==> src/rotate_and_sleep_pkg.sv <==
package rotate_and_sleep_pkg;

   // ==========================================
   // instruction encodings
   // ==========================================
   // upper six bits of the rotate-left opcode
   localparam logic [5:0] ROT_OPCODE = 6'h0D;
   // full sleep opcode
   localparam logic [13:0] SLEEP_WORD = 14'h0063;
   // destination bit position
   localparam int DEST_BIT = 7;

   // ==========================================
   // register map (byte addresses)
   // ==========================================
   // file registers occupy 00h..7Fh
   localparam logic [7:0] FILE_LAST = 8'h7F;
   localparam logic [7:0] ACC_ADDR = 8'h80;
   localparam logic [7:0] STATUS_ADDR = 8'h81;
   localparam logic [7:0] WDOG_ADDR = 8'h82;
   localparam logic [7:0] PRESC_ADDR = 8'h83;
   localparam logic [7:0] CTRL_ADDR = 8'h84;

   // ==========================================
   // field positions
   // ==========================================
   localparam int CARRY_POS = 0;
   localparam int PD_POS = 3;
   localparam int TO_POS = 4;
   localparam int WDOG_EN_POS = 0;

   // ==========================================
   // reset values
   // ==========================================
   localparam logic [7:0] ACC_RST = 8'h00;
   localparam logic CARRY_RST = 1'b0;
   localparam logic PD_RST = 1'b1;
   localparam logic TO_RST = 1'b1;
   localparam logic WDOG_EN_RST = 1'b0;
   localparam logic [7:0] CNT_RST = 8'h00;

   // ==========================================
   // types
   // ==========================================
   // one instruction offered by the fetch stage
   typedef struct packed {
      logic valid;
      logic [13:0] word;
   } instr_s;

   // core run state, one-hot
   typedef enum logic [1:0] {
      ST_RUN = 2'b01,
      ST_SLEEP = 2'b10
   } core_state_e;

endpackage : rotate_and_sleep_pkg

==> src/rotate_and_sleep_exec.sv <==
// The address-and-strobe port and the address map were chosen for this implementation.
`timescale 1ns/1ps
`default_nettype none

module rotate_and_sleep_exec #(
   // prescaler terminal count for watchdog ticks
   parameter logic [7:0] PRESC_MAX = 8'hFF
) (
   // core clock, 50 MHz
   input wire logic ref_clk,
   // asynchronous reset, active high
   input wire logic sys_rst,
   // freezes all state while low
   input wire logic clk_en,
   // instruction offered by fetch
   input wire rotate_and_sleep_pkg::instr_s instr,
   // fetch may offer an instruction
   output logic instr_ready,
   // one-cycle pulse: instruction executed
   output logic exec_done,
   // one-cycle pulse: word was not ours
   output logic exec_other,
   // level: core sleeping
   output logic sleeping,
   // level: oscillator running
   output logic osc_enable,
   // wake-up request from outside
   input wire logic wake_req,
   // one-cycle pulse: watchdog expired
   output logic wdog_expired,
   // register port
   input wire logic [7:0] reg_addr,
   input wire logic [7:0] reg_wdata,
   input wire logic reg_wr,
   input wire logic reg_rd,
   output logic [7:0] reg_rdata
);
   import rotate_and_sleep_pkg::*;

   // ==========================================
   // decode functions
   // ==========================================

   function automatic logic is_rotate(input logic [13:0] w);
      is_rotate = (w[13:8] == ROT_OPCODE);
   endfunction : is_rotate

   // exact match on the sleep word
   function automatic logic is_sleep(input logic [13:0] w);
      is_sleep = (w == SLEEP_WORD);
   endfunction : is_sleep

   // file register window of the bus map
   function automatic logic is_file(input logic [7:0] a);
      is_file = (a <= FILE_LAST);
   endfunction : is_file

   // ==========================================
   // state
   // ==========================================

   // 128-byte file register space
   logic [7:0] file_mem [0:127];
   // working accumulator
   logic [7:0] acc;
   // status bits
   logic carry;
   logic power_down_flag;
   logic timeout_flag;
   // watchdog enable from control register
   logic wdog_en;
   // watchdog prescaler and counter
   logic [7:0] presc;
   logic [7:0] watchdog_counter;
   // run / sleep state
   core_state_e state;
   core_state_e next_state;

   // ==========================================
   // execution decode
   // ==========================================

   // an instruction is taken only while running
   logic take;
   // decoded rotate and sleep this cycle
   logic do_rot;
   logic do_sleep;
   // operand address and destination
   logic [6:0] f_addr;
   logic dest_file;
   // operand, result and carry out
   logic [7:0] src;
   logic [7:0] rot_res;
   logic rot_carry;
   // watchdog tick and overflow
   logic presc_tick;
   logic wdog_ovf;

   // fetch is only accepted while the clock runs
   assign instr_ready = (state == ST_RUN);
   assign take = instr.valid & instr_ready & clk_en;

   assign do_rot = take & is_rotate(instr.word);
   assign do_sleep = take & is_sleep(instr.word);
   assign f_addr = instr.word[6:0];
   assign dest_file = instr.word[DEST_BIT];

   // combinational read of the operand
   assign src = file_mem[f_addr];

   assign rot_res = {src[6:0], carry};
   assign rot_carry = src[7];

   // oscillator follows the run state
   assign sleeping = (state == ST_SLEEP);
   assign osc_enable = (state == ST_RUN);

   // watchdog advances on a prescaler wrap
   assign presc_tick = wdog_en & (presc == PRESC_MAX);
   assign wdog_ovf = presc_tick & (watchdog_counter == 8'hFF);

   // ==========================================
   // run / sleep state machine
   // ==========================================

   // sleep is left by a wake request or expiry
   always_comb begin
      next_state = state;
      unique case (state)
         ST_RUN: begin
            if (do_sleep) begin
               next_state = ST_SLEEP;
            end
         end
         ST_SLEEP: begin
            // either wake source restarts the core
            if (wake_req | wdog_ovf) begin
               next_state = ST_RUN;
            end
         end
         default: begin
            // illegal code recovers to run
            next_state = ST_RUN;
         end
      endcase
   end

   // state register
   always_ff @(posedge ref_clk or posedge sys_rst) begin
      if (sys_rst) begin
         state <= ST_RUN;
      end else if (clk_en) begin
         state <= next_state;
      end
   end

   // ==========================================
   // file register array
   // ==========================================

   // no reset on the array: it is plain RAM.
   // the instruction write lands after the bus
   // write, so the core wins a same-cycle clash
   always_ff @(posedge ref_clk) begin
      if (clk_en) begin
         if (reg_wr & is_file(reg_addr)) begin
            file_mem[reg_addr[6:0]] <= reg_wdata;
         end
         if (do_rot & dest_file) begin
            file_mem[f_addr] <= rot_res;
         end
      end
   end

   // ==========================================
   // accumulator
   // ==========================================

   // rotate to acc checked first, so it overrides a bus write
   always_ff @(posedge ref_clk or posedge sys_rst) begin
      if (sys_rst) begin
         acc <= ACC_RST;
      end else if (clk_en) begin
         if (do_rot & ~dest_file) begin
            acc <= rot_res;
         end else if (reg_wr & (reg_addr == ACC_ADDR)) begin
            acc <= reg_wdata;
         end
      end
   end

   // ==========================================
   // status flags
   // ==========================================

   // carry: the rotate wins over a status write
   always_ff @(posedge ref_clk or posedge sys_rst) begin
      if (sys_rst) begin
         carry <= CARRY_RST;
      end else if (clk_en) begin
         if (do_rot) begin
            carry <= rot_carry;
         end else if (reg_wr & (reg_addr == STATUS_ADDR)) begin
            carry <= reg_wdata[CARRY_POS];
         end
      end
   end

   // power-down flag: software may write it,
   // but a sleep in the same cycle wins
   always_ff @(posedge ref_clk or posedge sys_rst) begin
      if (sys_rst) begin
         power_down_flag <= PD_RST;
      end else if (clk_en) begin
         if (do_sleep) begin
            power_down_flag <= 1'b0;
         end else if (reg_wr & (reg_addr == STATUS_ADDR)) begin
            power_down_flag <= reg_wdata[PD_POS];
         end
      end
   end

   // time-out flag: a sleep sets it even if the watchdog
   // expires in that cycle; expiry beats a software write
   always_ff @(posedge ref_clk or posedge sys_rst) begin
      if (sys_rst) begin
         timeout_flag <= TO_RST;
      end else if (clk_en) begin
         if (do_sleep) begin
            timeout_flag <= 1'b1;
         end else if (wdog_ovf) begin
            timeout_flag <= 1'b0;
         end else if (reg_wr & (reg_addr == STATUS_ADDR)) begin
            timeout_flag <= reg_wdata[TO_POS];
         end
      end
   end

   // ==========================================
   // control register
   // ==========================================

   // watchdog enable, software owned
   always_ff @(posedge ref_clk or posedge sys_rst) begin
      if (sys_rst) begin
         wdog_en <= WDOG_EN_RST;
      end else if (clk_en) begin
         if (reg_wr & (reg_addr == CTRL_ADDR)) begin
            wdog_en <= reg_wdata[WDOG_EN_POS];
         end
      end
   end

   // ==========================================
   // watchdog
   // ==========================================

   // prescaler keeps counting in sleep, so the
   // watchdog can still end a hung sleep
   always_ff @(posedge ref_clk or posedge sys_rst) begin
      if (sys_rst) begin
         presc <= CNT_RST;
      end else if (clk_en) begin
         if (do_sleep) begin
            presc <= CNT_RST;
         end else if (presc_tick) begin
            presc <= CNT_RST;
         end else if (wdog_en) begin
            presc <= presc + 8'h01;
         end
      end
   end

   // counter wraps to zero on overflow
   always_ff @(posedge ref_clk or posedge sys_rst) begin
      if (sys_rst) begin
         watchdog_counter <= CNT_RST;
      end else if (clk_en) begin
         if (do_sleep) begin
            watchdog_counter <= CNT_RST;
         end else if (presc_tick) begin
            watchdog_counter <= watchdog_counter + 8'h01;
         end
      end
   end

   // ==========================================
   // completion pulses
   // ==========================================

   // one pulse per accepted word, a cycle later
   always_ff @(posedge ref_clk or posedge sys_rst) begin
      if (sys_rst) begin
         exec_done <= 1'b0;
         exec_other <= 1'b0;
         wdog_expired <= 1'b0;
      end else if (clk_en) begin
         exec_done <= do_rot | do_sleep;
         exec_other <= take & ~(do_rot | do_sleep);
         wdog_expired <= wdog_ovf;
      end
   end

   // ==========================================
   // register read port
   // ==========================================

   // data valid only in the cycle after the
   // strobe; zero elsewhere and when unmapped
   always_ff @(posedge ref_clk or posedge sys_rst) begin
      if (sys_rst) begin
         reg_rdata <= 8'h00;
      end else if (clk_en) begin
         reg_rdata <= 8'h00;
         if (reg_rd) begin
            if (is_file(reg_addr)) begin
               reg_rdata <= file_mem[reg_addr[6:0]];
            end else begin
               unique case (reg_addr)
                  ACC_ADDR: begin
                     reg_rdata <= acc;
                  end
                  STATUS_ADDR: begin
                     reg_rdata[CARRY_POS] <= carry;
                     reg_rdata[PD_POS] <= power_down_flag;
                     reg_rdata[TO_POS] <= timeout_flag;
                  end
                  WDOG_ADDR: begin
                     reg_rdata <= watchdog_counter;
                  end
                  PRESC_ADDR: begin
                     reg_rdata <= presc;
                  end
                  CTRL_ADDR: begin
                     reg_rdata[WDOG_EN_POS] <= wdog_en;
                  end
                  default: begin
                     // unmapped reads as zero
                     reg_rdata <= 8'h00;
                  end
               endcase
            end
         end
      end
   end

endmodule : rotate_and_sleep_exec

`default_nettype wire

==> config.mk <==
export PLATFORM = sky130hd
export DESIGN_NAME = rotate_and_sleep_exec
export DESIGN_NICKNAME = d
export VERILOG_FILES = /design/src/rotate_and_sleep_pkg.sv /design/src/rotate_and_sleep_exec.sv
export SDC_FILE = /design/constraint.sdc
export NUM_CORES = 2
export LEC_CHECK = 0
export BUFFER_PORTS_ARGS = -buffer_cell sky130_fd_sc_hd__buf_2
export CORE_MARGIN = 5
export CORE_UTILIZATION = 30
export DETAILED_ROUTE_END_ITERATION = 7
export GPL_ROUTABILITY_DRIVEN = 0
export HOLD_SLACK_MARGIN = 0.1
export MAX_ROUTING_LAYER = met4
export PLACE_DENSITY = 0.47
export RECOVER_POWER = 100
export SYNTH_ARGS = -nofsm -noshare
export SYNTH_HDL_FRONTEND = slang
export SYNTH_SLANG_ARGS = --single-unit
==> constraint.sdc <==
create_clock -name ref_clk -period 3.6 [get_ports ref_clk]
set_input_delay 0.18 -clock ref_clk [delete_from_list [all_inputs] [get_ports ref_clk]]
set_output_delay 0.18 -clock ref_clk [all_outputs]
set_load 0.005 [all_outputs]
==> flow_summary.ini <==
[critical_path]
crit_required_ns = 4.28
critPathSlowestCell = nor2_2
crit_type = in -> reg
cp.arrival_ns = 4.46
critical-path-top-cell-by-count = buf_4
cp_max_fo = 24
reg2reg_from = file_mem[59][2]
rr_endpoint = reg_rdata[2]
cp_top_family = simple AND/OR/NAND/NOR gates
cp-start-kind = input pin
worstPathCellList = buf_6 > buf_4 > nor2_2 > clkbuf_2 > a221oi_1 > o221a_2 > nor3_1 > buf_4 > o22a_2 > buf_4 > mux2_2
slowest_delay_ns = 1.09
cp-startpoint = instr[0]
endpoint = file_mem[35][3]
endpoint_kind = flop
path_depth = 11
r2r_setup_slack_ns = 0.01
r2r_cells = 8
critPathBufInv = 5

[detailed_routing]
dr.pass1.iters = 6
vias = 54000
viasPerCell = 6.24
drt.antenna.violating_nets = 0
drc_errors = 0
wl_per_cell_um = 36.1
drtIter0Drc = 8946
routed_wl_mm = 313

[finish]
nNetsFinal = 5790
final_util_pct = 36.1
final_layout_size_suffix_gt1_share_pct = 28.0
layout_common_cells = edfxtp_1 (1024), nor2_1 (858), a21oi_1 (731), buf_4 (469), mux2_2 (467)
fillCellCount = 20500
fin_area_um2 = 74800
layout_commonest_cell = edfxtp_1
syn_to_final_growth_pct = 19.7
stdcell_count = 8656

[die]
io_pins = 51
die_h_um = 466
rows = 167
dieWidth_um = 466
dieArea_um2 = 218000
start_util_pct = 30.2
core_um2 = 207000

[yosys]
ys.flop_type = edfxtp_1
synthArstFlopShare_pct = 3.85
synth_enable_flop_cells = 1024
syn_area_per_cell_um2 = 11.6
ys_types = 79
syn_nets = 5445
synth_seq_cells = 1065
syn_inst = 5406
yosys_warnings = 0
seq_area_frac_synth_pct = 50.8
syn-cell-area_um2 = 62500

[placed_design]
postPlaceCellArea_um2 = 71100
dpl.hpwl_mm = 220
place_inst = 8374
placement.io_buffers = 50

[clock_tree]
cts_tree = done
clk_latency_ns = 0.83
cts_max_path_buffers = 3
clk_pin_slew_worst_paths_ns = 0.05
clock_sinks = 1065
htreeDepth = 4
clockRootBuffer = clkbuf_16
cts_buffers = 133

[outcome]
status = finished with violations
violations = capacitance limit, slew limit, setup timing

[sta]
finClkSkew_ns = 0.0424
period_minus_slack_ns = 3.78
worst_pin_slew_ns = 1.88
final.setup.worst_slack_ns = -0.185
hold_viol_final = 0
fin_tns_setup_ns = -9.25
max_freq_mhz = 264
whs_ns = 0.241
slew_headroom_pct = -25.3
rsz0062_at_grt = false
setup_viol = 124
drv_slew = 42
min_period_over_period_pct = 105

[global_routing]
gr-usage-all-layers_pct = 28.6
grt_max_degree = 131
overflow = 0
grt_first_pass_wirelength_mm = 426
antenna_found_initial = 14
grt_pass1_vias = 50500

[power]
power.density_nw_per_um2 = 435
p_leak_nw = 24.7
vdd_drop_max_uv = 505

[worst_hold_path]
hp-class = in -> reg
min_delay_path_depth = 6

[job]
drv_cap = 1
final cells by class:
class / instances / area (um2) / share of cell area (%)
well taps: 2788 / 3490 / 4.66
flip-flops and latches: 1065 / 31800 / 42.5
repair buffers: 877 / 7220 / 9.64
clock buffers: 158 / 3540 / 4.73
multi-input cells: 3659 / 28000 / 37.3
clock inverters: 84 / 783 / 1.05
diodes: 10 / 25.0 / 0.0334
inverters: 15 / 57.6 / 0.0769
tightest hold or removal path: cells and delay by family:
| family | cells | cell delay (ns) |
|---|---|---|
| AO/OA/AOI/OAI | 1 | 0.26 |
| buffers and inverters | 1 | 0.11 |
| AND/OR/NAND/NOR | 4 | 0.47 |
cell families (layout without fill, tap and decap cells):
kind of cell	after synthesis	after routing	share of synthesized area, %
other	0	10	0
XOR/XNOR	8	8	0.112
flip-flops	1065	1065	50.8
AND/OR/NAND/NOR	1230	1230	8.30
multiplexers	859	859	20.1
adder cells (fa/ha/maj)	2	2	0.0400
AO/OA/AOI/OAI	1560	1560	15.9
buffers and inverters	682	1134	4.69
worst min path at each step:
stage	from	endpoint	slack [ns]
global placement	power_down_flag	power_down_flag	0.46
global route	reg_wdata[7]	acc[7]	0.24
floorplan	clk_en	reg_rdata[7]	0.38
finish	instr[10]	acc[3]	0.24
CTS	reg_addr[6]	reg_rdata[7]	0.14
detailed placement	power_down_flag	power_down_flag	0.46
registers in the layout, indices dropped and copies added (netlist names):
name	flops
carry	1
watchdog_counter	8
exec_other	1
state	2
wdog_en	1
timeout_flag	1
wdog_expired	1
exec_done	1
presc	8
reg_rdata	8
file_mem	1024
acc	8
power_down_flag	1
cells in the mapped netlist, drive strengths merged, types with 8 or more instances:
library cell | number | area share (%)
edfxtp | 1024 | 49
nor2 | 862 | 5.2
a21oi | 732 | 5.9
mux2 | 478 | 8.6
clkbuf | 430 | 2.6
mux4 | 270 | 9.7
buf | 237 | 2.0
a22oi | 200 | 2.4
nand2 | 158 | 0.95
o22ai | 155 | 1.6
mux2i | 111 | 1.8
a221oi | 109 | 1.5
o21ai | 85 | 0.68
a221o | 46 | 0.74
a22o | 46 | 0.64
dfrtp | 38 | 1.5
nand3 | 34 | 0.27
nor2b | 27 | 0.27
a211oi | 26 | 0.31
nor3 | 24 | 0.19
o2bb2ai | 22 | 0.31
nand2b | 20 | 0.20
nor4 | 19 | 0.21
nand4 | 18 | 0.18
a31oi | 17 | 0.17
a41oi | 13 | 0.18
inv | 13 | 0.078
a2111oi | 11 | 0.16
and2 | 11 | 0.11
o211ai | 11 | 0.13
a211o | 8 | 0.11
a311oi | 8 | 0.11
and3 | 8 | 0.080
nand3b | 8 | 0.096
metrics by stage:
stage          setup slack, ns  power, mW
6_report                -0.185       32.6
5_1_grt                 0.0559       33.2
4_1_cts                 0.0122       32.6
3_5_place_dp            -0.589       19.0
3_3_place_gp            -0.597       19.0
2_1_floorplan            0.564       16.4
power by group:
part | switching (mW) | internal (mW)
clock network | 5.97 | 7.68
registers | 0.0705 | 13.6
logic | 3.40 | 1.82
repair_timing:
item,in CTS,in global routing
setup endpoints to repair,0,84
endpoints found under the hold margin,325,0
gates resized for setup,0,2
hold buffers,30,0
setup buffers,0,0
routing by layer:
metal / share of wire (%) / GRT usage [%]
met1: 38 / 36.7
met2: 43 / 41.2
met3: 12 / 7.51
met4: 6.7 / 15.4
met5: 0 / -
(Power assumes the default switching activity.)
